--- src/hdl/usb_ep_pkg.sv ---
/*
  Shared constants and types for the endpoint mode responder.
  Assumes a single 125 MHz clock domain; no bus, all control is plain ports.
*/
package usb_ep_pkg;

  // ----------------------------------------------------------------
  // Sizes
  // ----------------------------------------------------------------
  localparam int NUM_EP = 3;
  localparam logic [1:0] LOCK_EP = 2'h0;

  // ----------------------------------------------------------------
  // Mode encodings
  // ----------------------------------------------------------------
  localparam logic [3:0] MODE_DISABLED = 4'h0;
  localparam logic [3:0] MODE_NAK_BOTH = 4'h1;
  localparam logic [3:0] MODE_STATUS_OUT = 4'h2;
  localparam logic [3:0] MODE_STALL_BOTH = 4'h3;
  localparam logic [3:0] MODE_IGNORE_BOTH = 4'h4;
  localparam logic [3:0] MODE_ISO_OUT = 4'h5;
  localparam logic [3:0] MODE_STATUS_IN = 4'h6;
  localparam logic [3:0] MODE_ISO_IN = 4'h7;
  localparam logic [3:0] MODE_NAK_OUT = 4'h8;
  localparam logic [3:0] MODE_ACK_OUT = 4'h9;
  localparam logic [3:0] MODE_NAK_OUT_STIN = 4'ha;
  localparam logic [3:0] MODE_ACK_OUT_STIN = 4'hb;
  localparam logic [3:0] MODE_NAK_IN = 4'hc;
  localparam logic [3:0] MODE_ACK_IN = 4'hd;
  localparam logic [3:0] MODE_NAK_IN_STOUT = 4'he;
  localparam logic [3:0] MODE_ACK_IN_STOUT = 4'hf;

  // ----------------------------------------------------------------
  // Packet limits, reset values, flag positions
  // ----------------------------------------------------------------
  localparam logic [3:0] MAX_RX_LEN = 4'ha;
  localparam logic [3:0] ZERO_LEN_RX = 4'h2;
  localparam logic [3:0] COUNT_RST = 4'h0;
  localparam logic [2:0] FLAGS_RST = 3'h0;
  localparam int FLAG_SETUP = 0;
  localparam int FLAG_IN = 1;
  localparam int FLAG_OUT = 2;

  // ----------------------------------------------------------------
  // Enumerations
  // ----------------------------------------------------------------
  typedef enum logic [1:0] {PID_SETUP = 2'h0, PID_IN = 2'h1, PID_OUT = 2'h2} pid_e;
  typedef enum logic [3:0] {
    ACT_IGNORE = 4'h0, ACT_ACCEPT = 4'h1, ACT_NAK = 4'h2, ACT_STALL = 4'h3, ACT_TX_ZERO = 4'h4,
    ACT_TX_COUNT = 4'h5, ACT_ACK = 4'h6, ACT_CHECK = 4'h7, ACT_ALWAYS = 4'h8
  } act_e;
  typedef enum logic [2:0] {HS_NONE = 3'h0, HS_ACK = 3'h1, HS_NAK = 3'h2, HS_STALL = 3'h3, HS_DATA = 3'h4} resp_e;
  typedef enum logic [1:0] {ST_IDLE = 2'b00, ST_RX_DATA = 2'b01, ST_TX_WAIT = 2'b11} state_e;

endpackage

--- src/hdl/ep_decode_if.sv ---
/*
  Carrier between the responder and its mode decoder.
  Assumes both ends sit in the same clock domain.
*/
`timescale 1ns/10ps
interface ep_decode_if;
  logic [3:0] mode;
  usb_ep_pkg::pid_e pid;
  usb_ep_pkg::act_e act;
  logic [3:0] next_mode;
  modport requester (output mode, output pid, input act, input next_mode);
  modport decoder (input mode, input pid, output act, output next_mode);
endinterface

--- src/hdl/usb_ep_responder.sv ---
/*
  Endpoint response logic of the usb_serial_engine: per-endpoint modes,
  automatic mode rewrites, PID flags, packet checks and the endpoint-zero
  interlock. Assumes token and packet strobes come from serial logic on
  CLK_IN, and that the CPU port is driven on the same clock.
*/
// Function
// - Disabled mode ignores all tokens
// - Mode 0001 accepts Setup, NAKs In/Out
// - Control modes 0010/0011/0100/0110 answer per table
// - Isochronous modes ignore Setup, stream data
// - 1001 acks Out then becomes 1000
// - 1011 acks Out then becomes 1010
// - 1101 sends count, after ACK 1100
// - 1111 sends count, after ACK 1110
// - Reset to disabled; stays until firmware writes
// - Accepted Setup forces mode 0001
// - Accepted Setup is answered with ACK
// - Status check wants zero length, toggle 1
// - Three PID flags per endpoint
// - Invalid transactions silently ignored
// - Interrupt on completion or buffer corruption
// - Valid data is at most 8 bytes (10 with CRC)
// - Non-control modes ignore Setup
// - Out endpoints ignore In, and reverse
// - In/Out flags update at transaction end
// - Setup flag updates at data start
// - ACK transaction locks endpoint-zero registers
// - CPU read after completion unlocks them
`timescale 1ns/10ps
module usb_ep_responder (
  input wire logic CLK_IN,
  input wire logic SYS_RST_IN,
  input wire logic TOKEN_VALID_IN,
  input wire logic [1:0] TOKEN_PID_IN,
  input wire logic [1:0] TOKEN_EP_IN,
  input wire logic DATA_START_IN,
  input wire logic DATA_DONE_IN,
  input wire logic [3:0] DATA_COUNT_IN,
  input wire logic DATA_TOGGLE_IN,
  input wire logic DATA_ERR_IN,
  input wire logic HOST_ACK_IN,
  input wire logic TIMEOUT_IN,
  input wire logic BUF_CORRUPT_IN,
  input wire logic [1:0] CPU_EP_IN,
  input wire logic CPU_MODE_WR_IN,
  input wire logic CPU_COUNT_WR_IN,
  input wire logic [3:0] CPU_WDATA_IN,
  input wire logic CPU_RD_IN,
  output logic RESP_VALID_OUT,
  output logic [2:0] RESP_KIND_OUT,
  output logic [3:0] RESP_LEN_OUT,
  output logic [3:0] CPU_MODE_OUT,
  output logic [3:0] CPU_COUNT_OUT,
  output logic [8:0] PID_FLAGS_OUT,
  output logic [2:0] EP_IRQ_OUT,
  output logic EP0_LOCK_OUT
);

  // ----------------------------------------------------------------
  // State
  // ----------------------------------------------------------------
  usb_ep_pkg::state_e st_q, st_d;
  logic [1:0] ep_q, ep_d, ev_ep;
  usb_ep_pkg::pid_e pid_q, pid_d;
  usb_ep_pkg::act_e act_q, act_d;
  logic [3:0] next_q, next_d;
  logic [3:0] mode_q [usb_ep_pkg::NUM_EP];
  logic [3:0] mode_d [usb_ep_pkg::NUM_EP];
  logic [3:0] count_q [usb_ep_pkg::NUM_EP];
  logic [3:0] count_d [usb_ep_pkg::NUM_EP];
  logic [2:0] flags_q [usb_ep_pkg::NUM_EP];
  logic [2:0] flags_d [usb_ep_pkg::NUM_EP];
  logic lock_q, lock_d;
  logic resp_v_q, resp_v_d;
  usb_ep_pkg::resp_e resp_k_q, resp_k_d;
  logic [3:0] resp_len_q, resp_len_d;
  logic [3:0] rd_mode_q, rd_mode_d, rd_count_q, rd_count_d;
  logic [2:0] irq_q, irq_d;
  logic done, ack_xfer, rx_ok, tok_ok, cpu_ok, cpu_locked;

  ep_decode_if dec ();

  ep_mode_decoder u_dec (
    .dec(dec.decoder)
  );

  function automatic logic ep_exists(input logic [1:0] ep);
    ep_exists = ({30'h0, ep} < usb_ep_pkg::NUM_EP);
  endfunction

  assign tok_ok = TOKEN_VALID_IN && ep_exists(TOKEN_EP_IN);
  assign cpu_ok = ep_exists(CPU_EP_IN);
  assign cpu_locked = lock_q && (CPU_EP_IN == usb_ep_pkg::LOCK_EP);
  assign dec.mode = tok_ok ? mode_q[TOKEN_EP_IN] : usb_ep_pkg::MODE_DISABLED;
  assign dec.pid = usb_ep_pkg::pid_e'(TOKEN_PID_IN);
  // Length counts the CRC, so an empty packet is two bytes
  assign rx_ok = !DATA_ERR_IN && (DATA_COUNT_IN <= usb_ep_pkg::MAX_RX_LEN);

  // ----------------------------------------------------------------
  // Next state
  // ----------------------------------------------------------------
  always_comb begin
    st_d = st_q;
    ep_d = ep_q;
    pid_d = pid_q;
    act_d = act_q;
    next_d = next_q;
    mode_d = mode_q;
    count_d = count_q;
    flags_d = flags_q;
    lock_d = lock_q;
    resp_v_d = 1'b0;
    resp_k_d = usb_ep_pkg::HS_NONE;
    resp_len_d = resp_len_q;
    rd_mode_d = rd_mode_q;
    rd_count_d = rd_count_q;
    irq_d = 3'h0;
    done = 1'b0;
    ack_xfer = 1'b0;
    ev_ep = ep_q;
    // CPU first so that engine updates below take precedence
    if (cpu_ok && !cpu_locked) begin
      if (CPU_MODE_WR_IN) begin
        mode_d[CPU_EP_IN] = CPU_WDATA_IN;
      end
      if (CPU_COUNT_WR_IN) begin
        count_d[CPU_EP_IN] = CPU_WDATA_IN;
      end
    end
    if (CPU_RD_IN && cpu_ok) begin
      rd_mode_d = mode_q[CPU_EP_IN];
      rd_count_d = count_q[CPU_EP_IN];
      // A read during a transaction must not open the lock early
      if (CPU_EP_IN == usb_ep_pkg::LOCK_EP && st_q == usb_ep_pkg::ST_IDLE) begin
        lock_d = 1'b0;
      end
    end
    unique case (st_q)
      usb_ep_pkg::ST_IDLE: begin
        if (tok_ok) begin
          ev_ep = TOKEN_EP_IN;
          ep_d = TOKEN_EP_IN;
          pid_d = dec.pid;
          act_d = dec.act;
          next_d = dec.next_mode;
          unique case (dec.act)
            usb_ep_pkg::ACT_IGNORE: begin
            end
            usb_ep_pkg::ACT_NAK, usb_ep_pkg::ACT_STALL: begin
              resp_v_d = 1'b1;
              resp_k_d = (dec.act == usb_ep_pkg::ACT_NAK) ? usb_ep_pkg::HS_NAK : usb_ep_pkg::HS_STALL;
              done = 1'b1;
            end
            usb_ep_pkg::ACT_TX_ZERO, usb_ep_pkg::ACT_TX_COUNT: begin
              resp_v_d = 1'b1;
              resp_k_d = usb_ep_pkg::HS_DATA;
              resp_len_d = (dec.act == usb_ep_pkg::ACT_TX_ZERO) ? 4'h0 : count_q[TOKEN_EP_IN];
              // Isochronous In gets no host handshake, so it ends here
              if (dec.mode == usb_ep_pkg::MODE_ISO_IN) begin
                done = 1'b1;
              end else begin
                st_d = usb_ep_pkg::ST_TX_WAIT;
              end
            end
            default: st_d = usb_ep_pkg::ST_RX_DATA;
          endcase
        end
      end
      usb_ep_pkg::ST_RX_DATA: begin
        if (TIMEOUT_IN) begin
          st_d = usb_ep_pkg::ST_IDLE;
        end else begin
          if (DATA_START_IN && pid_q == usb_ep_pkg::PID_SETUP) begin
            flags_d[ep_q] = 3'b001 << usb_ep_pkg::FLAG_SETUP;
          end
          if (DATA_DONE_IN) begin
            st_d = usb_ep_pkg::ST_IDLE;
            if (rx_ok) begin
              count_d[ep_q] = DATA_COUNT_IN;
              done = 1'b1;
              resp_v_d = (act_q != usb_ep_pkg::ACT_ALWAYS);
              unique case (act_q)
                usb_ep_pkg::ACT_ACCEPT: begin
                  resp_k_d = usb_ep_pkg::HS_ACK;
                  mode_d[ep_q] = usb_ep_pkg::MODE_NAK_BOTH;
                  ack_xfer = 1'b1;
                end
                usb_ep_pkg::ACT_ACK: begin
                  resp_k_d = usb_ep_pkg::HS_ACK;
                  mode_d[ep_q] = next_q;
                  ack_xfer = 1'b1;
                end
                usb_ep_pkg::ACT_CHECK: begin
                  if (DATA_COUNT_IN == usb_ep_pkg::ZERO_LEN_RX && DATA_TOGGLE_IN) begin
                    resp_k_d = usb_ep_pkg::HS_ACK;
                    ack_xfer = 1'b1;
                  end else begin
                    resp_k_d = usb_ep_pkg::HS_STALL;
                  end
                end
                usb_ep_pkg::ACT_NAK: resp_k_d = usb_ep_pkg::HS_NAK;
                usb_ep_pkg::ACT_STALL: resp_k_d = usb_ep_pkg::HS_STALL;
                default: resp_k_d = usb_ep_pkg::HS_NONE;
              endcase
            end
          end
        end
      end
      usb_ep_pkg::ST_TX_WAIT: begin
        if (TIMEOUT_IN) begin
          st_d = usb_ep_pkg::ST_IDLE;
        end else if (HOST_ACK_IN) begin
          st_d = usb_ep_pkg::ST_IDLE;
          mode_d[ep_q] = next_q;
          done = 1'b1;
          ack_xfer = 1'b1;
        end
      end
      default: st_d = usb_ep_pkg::ST_IDLE;
    endcase
    if (done) begin
      irq_d[ev_ep] = 1'b1;
      if (pid_d != usb_ep_pkg::PID_SETUP) begin
        flags_d[ev_ep] = (pid_d == usb_ep_pkg::PID_IN) ? (3'b001 << usb_ep_pkg::FLAG_IN)
                                                      : (3'b001 << usb_ep_pkg::FLAG_OUT);
      end
    end
    if (BUF_CORRUPT_IN) begin
      irq_d[ep_q] = 1'b1;
    end
    // Placed after the read so a new lock wins over a same-cycle unlock
    if (ack_xfer && ev_ep == usb_ep_pkg::LOCK_EP) begin
      lock_d = 1'b1;
    end
  end

  // ----------------------------------------------------------------
  // Registers
  // ----------------------------------------------------------------
  always_ff @(posedge CLK_IN) begin
    if (SYS_RST_IN) begin
      st_q <= usb_ep_pkg::ST_IDLE;
      ep_q <= 2'h0;
      pid_q <= usb_ep_pkg::PID_SETUP;
      act_q <= usb_ep_pkg::ACT_IGNORE;
      next_q <= usb_ep_pkg::MODE_DISABLED;
      for (int i = 0; i < usb_ep_pkg::NUM_EP; i++) begin
        mode_q[i] <= usb_ep_pkg::MODE_DISABLED;
        count_q[i] <= usb_ep_pkg::COUNT_RST;
        flags_q[i] <= usb_ep_pkg::FLAGS_RST;
      end
      lock_q <= 1'b0;
      resp_v_q <= 1'b0;
      resp_k_q <= usb_ep_pkg::HS_NONE;
      resp_len_q <= usb_ep_pkg::COUNT_RST;
      rd_mode_q <= usb_ep_pkg::MODE_DISABLED;
      rd_count_q <= usb_ep_pkg::COUNT_RST;
      irq_q <= 3'h0;
    end else begin
      st_q <= st_d;
      ep_q <= ep_d;
      pid_q <= pid_d;
      act_q <= act_d;
      next_q <= next_d;
      mode_q <= mode_d;
      count_q <= count_d;
      flags_q <= flags_d;
      lock_q <= lock_d;
      resp_v_q <= resp_v_d;
      resp_k_q <= resp_k_d;
      resp_len_q <= resp_len_d;
      rd_mode_q <= rd_mode_d;
      rd_count_q <= rd_count_d;
      irq_q <= irq_d;
    end
  end

  assign RESP_VALID_OUT = resp_v_q;
  assign RESP_KIND_OUT = resp_k_q;
  assign RESP_LEN_OUT = resp_len_q;
  assign CPU_MODE_OUT = rd_mode_q;
  assign CPU_COUNT_OUT = rd_count_q;
  assign PID_FLAGS_OUT = {flags_q[2], flags_q[1], flags_q[0]};
  assign EP_IRQ_OUT = irq_q;
  assign EP0_LOCK_OUT = lock_q;
endmodule // usb_ep_responder

--- src/hdl/ep_mode_decoder.sv ---
/*
  Combinational decode of an endpoint mode and token into an action and
  the mode to take after an ACK. Assumes the requester holds mode and pid stable.
*/
`timescale 1ns/10ps
module ep_mode_decoder (
  ep_decode_if.decoder dec
);

  // ----------------------------------------------------------------
  // Per-token pick
  // ----------------------------------------------------------------
  function automatic usb_ep_pkg::act_e pick(input usb_ep_pkg::pid_e pid, input usb_ep_pkg::act_e s,
                                            input usb_ep_pkg::act_e i, input usb_ep_pkg::act_e o);
    unique case (pid)
      usb_ep_pkg::PID_SETUP: pick = s;
      usb_ep_pkg::PID_IN: pick = i;
      default: pick = o;
    endcase
  endfunction

  always_comb begin
    dec.next_mode = dec.mode;
    unique case (dec.mode)
      usb_ep_pkg::MODE_DISABLED:
        dec.act = usb_ep_pkg::ACT_IGNORE;
      usb_ep_pkg::MODE_NAK_BOTH:
        dec.act = pick(dec.pid, usb_ep_pkg::ACT_ACCEPT, usb_ep_pkg::ACT_NAK, usb_ep_pkg::ACT_NAK);
      usb_ep_pkg::MODE_STATUS_OUT:
        dec.act = pick(dec.pid, usb_ep_pkg::ACT_ACCEPT, usb_ep_pkg::ACT_STALL, usb_ep_pkg::ACT_CHECK);
      usb_ep_pkg::MODE_STALL_BOTH:
        dec.act = pick(dec.pid, usb_ep_pkg::ACT_ACCEPT, usb_ep_pkg::ACT_STALL, usb_ep_pkg::ACT_STALL);
      usb_ep_pkg::MODE_IGNORE_BOTH:
        dec.act = pick(dec.pid, usb_ep_pkg::ACT_ACCEPT, usb_ep_pkg::ACT_IGNORE, usb_ep_pkg::ACT_IGNORE);
      usb_ep_pkg::MODE_ISO_OUT:
        dec.act = pick(dec.pid, usb_ep_pkg::ACT_IGNORE, usb_ep_pkg::ACT_IGNORE, usb_ep_pkg::ACT_ALWAYS);
      usb_ep_pkg::MODE_STATUS_IN:
        dec.act = pick(dec.pid, usb_ep_pkg::ACT_ACCEPT, usb_ep_pkg::ACT_TX_ZERO, usb_ep_pkg::ACT_STALL);
      usb_ep_pkg::MODE_ISO_IN:
        dec.act = pick(dec.pid, usb_ep_pkg::ACT_IGNORE, usb_ep_pkg::ACT_TX_COUNT, usb_ep_pkg::ACT_IGNORE);
      usb_ep_pkg::MODE_NAK_OUT:
        dec.act = pick(dec.pid, usb_ep_pkg::ACT_IGNORE, usb_ep_pkg::ACT_IGNORE, usb_ep_pkg::ACT_NAK);
      usb_ep_pkg::MODE_ACK_OUT: begin
        dec.act = pick(dec.pid, usb_ep_pkg::ACT_IGNORE, usb_ep_pkg::ACT_IGNORE, usb_ep_pkg::ACT_ACK);
        dec.next_mode = usb_ep_pkg::MODE_NAK_OUT;
      end
      usb_ep_pkg::MODE_NAK_OUT_STIN:
        dec.act = pick(dec.pid, usb_ep_pkg::ACT_ACCEPT, usb_ep_pkg::ACT_TX_ZERO, usb_ep_pkg::ACT_NAK);
      usb_ep_pkg::MODE_ACK_OUT_STIN: begin
        dec.act = pick(dec.pid, usb_ep_pkg::ACT_ACCEPT, usb_ep_pkg::ACT_TX_ZERO, usb_ep_pkg::ACT_ACK);
        if (dec.pid == usb_ep_pkg::PID_OUT) begin
          dec.next_mode = usb_ep_pkg::MODE_NAK_OUT_STIN;
        end
      end
      usb_ep_pkg::MODE_NAK_IN:
        dec.act = pick(dec.pid, usb_ep_pkg::ACT_IGNORE, usb_ep_pkg::ACT_NAK, usb_ep_pkg::ACT_IGNORE);
      usb_ep_pkg::MODE_ACK_IN: begin
        dec.act = pick(dec.pid, usb_ep_pkg::ACT_IGNORE, usb_ep_pkg::ACT_TX_COUNT, usb_ep_pkg::ACT_IGNORE);
        dec.next_mode = usb_ep_pkg::MODE_NAK_IN;
      end
      usb_ep_pkg::MODE_NAK_IN_STOUT:
        dec.act = pick(dec.pid, usb_ep_pkg::ACT_ACCEPT, usb_ep_pkg::ACT_NAK, usb_ep_pkg::ACT_CHECK);
      default: begin
        dec.act = pick(dec.pid, usb_ep_pkg::ACT_ACCEPT, usb_ep_pkg::ACT_TX_COUNT, usb_ep_pkg::ACT_CHECK);
        if (dec.pid == usb_ep_pkg::PID_IN) begin
          dec.next_mode = usb_ep_pkg::MODE_NAK_IN_STOUT;
        end
      end
    endcase
  end

endmodule // ep_mode_decoder

--- config.mk ---
export PLATFORM = sky130hd
export DESIGN_NAME = usb_ep_responder
export DESIGN_NICKNAME = d
export VERILOG_FILES = /design/src/hdl/usb_ep_pkg.sv /design/src/hdl/ep_decode_if.sv /design/src/hdl/usb_ep_responder.sv /design/src/hdl/ep_mode_decoder.sv
export SDC_FILE = /design/constraint.sdc
export NUM_CORES = 1
export LEC_CHECK = 0
export ABC_AREA = 1
export BUFFER_PORTS_ARGS = -buffer_cell sky130_fd_sc_hd__buf_2
export CAP_MARGIN = 10
export CORE_AREA = 2 2 91 93
export CTS_CLUSTER_SIZE = 20
export DETAILED_ROUTE_END_ITERATION = 6
export DIE_AREA = 0 0 93 95
export PLACE_DENSITY_LB_ADDON = 0.25
export REMOVE_ABC_BUFFERS = 1
export SLEW_MARGIN = 20
export SYNTH_ARGS = -nofsm -noshare
export SYNTH_HDL_FRONTEND = slang
export SYNTH_SLANG_ARGS = --single-unit
--- constraint.sdc ---
create_clock -name CLK_IN -period 1.8 [get_ports CLK_IN]
set_input_delay 0.18 -clock CLK_IN [delete_from_list [all_inputs] [get_ports CLK_IN]]
set_output_delay 0.18 -clock CLK_IN [all_outputs]
set_load 0.05 [all_outputs]
==> metrics.cfg <==
[synthesis]
avgSynthCellArea_um2 = 6.56
synth_top_family_by_area = simple AND/OR/NAND/NOR gates
synthSimpleGateAreaFrac = 0.324
ys_seq_elements = 67
synth_warnings = 0
synthCells = 607
synth.mux.area_fraction = 0.00251
synth-seq-area-share = 0.337
synth-main-ff-cell = dfxtp_1
yosysTopAreaCell = dfxtp_1
async_reset_ff_frac = 0
synth_area_mm2 = 0.00398
synth_top_cell_area_share = 0.337
synth_edf_count = 0
ys_types = 36
synthXorXnorAreaFrac = 0
yosys-top-cells-area = dfxtp_1, nand2_1, o21ai_0
synth_compound_area_frac = 0.237
synth-adder-area-share = 0

[detailed_routing]
routedWlPerCell_um = 14.6
ant_nets = 0
via_count = 4565
drc_errors = 0
dr.pass1.iters = 5
routed_wl_um = 12700
viasPerCell = 5.27
drtIter0Drc = 319

[power]
p_sw_mw = 1.24
swShare = 0.330
peakVddDrop_mv = 0.441
comb_power_share = 0.219
clkPwrFrac = 0.358
internal_power_mw = 2.52
pwr-share-seq = 0.423
powerDensity_mw_per_mm2 = 676
leakagePower_nw = 2.57

[sta]
rsz0062_at_grt = yes
finalHoldViolations = 0
finClkSkew_ps = 6.89
setup_viol = 23
max_slew_margin = 0.673
fmax_mhz = 488
worstMarginPinSlew_ps = 491
setup_slack_ps = -251
period_share = 1.14
fin_crit_ps = 2050
maxSlewViolCount = 0
holdWs_ps = 102

[placement]
gp_congestion = 0.891
placed_cells = 832
io_buffers = 55
hpwl_um = 9250

[floorplanning]
dieArea_mm2 = 0.00884
dieHeight_um = 95
io_pins = 56
die_w_um = 93
rows = 33
core_mm2 = 0.00793
initial_utilization = 0.502

[global_routing]
grt_pass1_wl_um = 20200
grt_remaining_overflow = 0
antenna_found_initial = 0
grt.total_usage = 0.292
grt_pass1_vias = 4191
grt_max_degree = 41

[layout]
final_common_cell = nand2_1
layout-drive-gt1-share = 0.386
instances_no_fill = 866
diodes = 0
syn_to_final_growth_pct = 39.6
final_nets = 783
fillers = 664
most-common-layout-cells = nand2_1, buf_4, inv_1

[clock_network]
cts.clk_slew.worst_paths_ps = 90
root_buffer = clkbuf_8
cts_sinks = 67
clockBufferDepth = 2
numCtsBuffers = 9
cts_tree = yes
clkLatencyLatePin_ps = 360
htreeDepth = 3

[setup_path]
cp-end-kind = flip-flop
crit_slowest_cell = dfxtp_2
critPathKind = reg2reg
critPathMaxStageDelay_ps = 340
worst_path_dominant_cell_family = simple AND/OR/NAND/NOR gates
cp_max_fo = 5
cp.required_ps = 2030
cp.arrival_ps = 2280
path_common_cell = nand2_4
path_buf_inv = 2
start_kind = flip-flop
cp_cell_sequence = inv_2 -> nand2_2 -> nand3_2 -> nand2_4 -> nand2_4 -> nor2_4 -> nand3_4 -> a21oi_4 -> nand3b_4 -> nand3_4 -> nand2_4 -> nand2_8 -> buf_6 -> nand3_2 -> a21oi_2

[job]
maxCapViolCount = 0

[status]
status = finished, violations left
violations = negative setup slack

[min_path]
hold_class = in2reg

-- per-layer routing --
metal  GRT usage  vias up  routed length (um)
li1            -     2304                   -
met1       0.378     2054                5480
met2       0.486      175                5980
met3      0.0567       32                 815
met4       0.105        0                 389
met5           0        -                   0
-- layout make-up --
cell class	count	area (um2)	share of cell area
Timing Repair Buffer	150	1010	0.182
Tap cell	105	131	0.0236
Multi-Input combinational cell	444	2520	0.454
Sequential cell	67	1350	0.243
Inverter	84	333	0.0599
Clock inverter	7	82.6	0.0149
Clock buffer	9	124	0.0223
-- what timing repair did --
item                       4_1_cts  5_1_grt
setup buffers                   11        6
pin swaps                       27       25
resized for setup               52       41
hold buffers                     0        0
setup endpoints to repair       23       48
cloned                           1        0
-- power by group through the flow --
stage	sequential (mW)	combinational, mW	clock, mW
after floorplan	1.68	0.341	0
after global placement	1.61	0.716	0
after detailed placement	1.62	0.728	0
after CTS	1.58	0.790	1.35
after global routing	1.60	0.898	1.42
final	1.59	0.823	1.34
-- synthesized netlist by cell type (2+ instances only) --
cell / instances
inv_2: 6
nor2_2: 7
a22oi_1: 5
o211ai_1: 9
a221oi_1: 2
nand2_2: 15
nor2_4: 3
nand3_1: 39
nand2_1: 122
o21ai_1: 4
clkbuf_1: 10
o21ai_0: 68
inv_1: 75
o21ai_2: 2
nor2_1: 63
nor3_1: 10
a21oi_1: 57
a21oi_2: 9
a32o_1: 2
a31oi_1: 6
a211oi_1: 2
nand4_1: 2
nand2_4: 10
dfxtp_1: 67
-- cell families after synthesis --
family | after synthesis
AOI/OAI and AO/OA | 167
muxes | 1
buffers and inverters | 97
DFF | 67
and+or+nand+nor | 275
-- state kept, by name, summed over array words and instances, names as in the netlist, 2 cells and up --
name           count
act_q              4
pid_q              2
CPU_COUNT_OUT      4
CPU_MODE_OUT       4
PID_FLAGS_OUT      9
st_q               2
RESP_KIND_OUT      3
mode_q            12
count_q           12
RESP_LEN_OUT       4
EP_IRQ_OUT         3
ep_q               2
next_q             4
-- worst paths after layout --
kind	slack, ps	end	startpoint	cells after the start
worst max-delay path	-250	PID_FLAGS_OUT[0]	mode_q[6]	15
worst min-delay path	100	EP_IRQ_OUT[2]	BUF_CORRUPT_IN	3
worst max register to register	-250	PID_FLAGS_OUT[0]	mode_q[6]	15
worst min register to register	480	RESP_LEN_OUT[1]	RESP_LEN_OUT[1]	2
-- worst min-delay path: stages --
cell and delay (ps):
buf_2 110, nand2_1 80, a21oi_2 50
-- stage by stage --
stage / setup TNS, ps / utilization / area (um2) / total power [mW] / worst slack (ps)
after floorplan: -676 / - / 3910 / 2.02 / -92.7
after global placement: -6520 / 0.619 / 4910 / 2.33 / -407
after detailed placement: -7340 / 0.619 / 4910 / 2.34 / -490
after CTS: -3370 / 0.679 / 5390 / 3.72 / -203
after global routing: -7790 / 0.701 / 5560 / 3.91 / -368
final: -4330 / 0.701 / 5560 / 3.76 / -251
(Power assumes the default switching activity.)
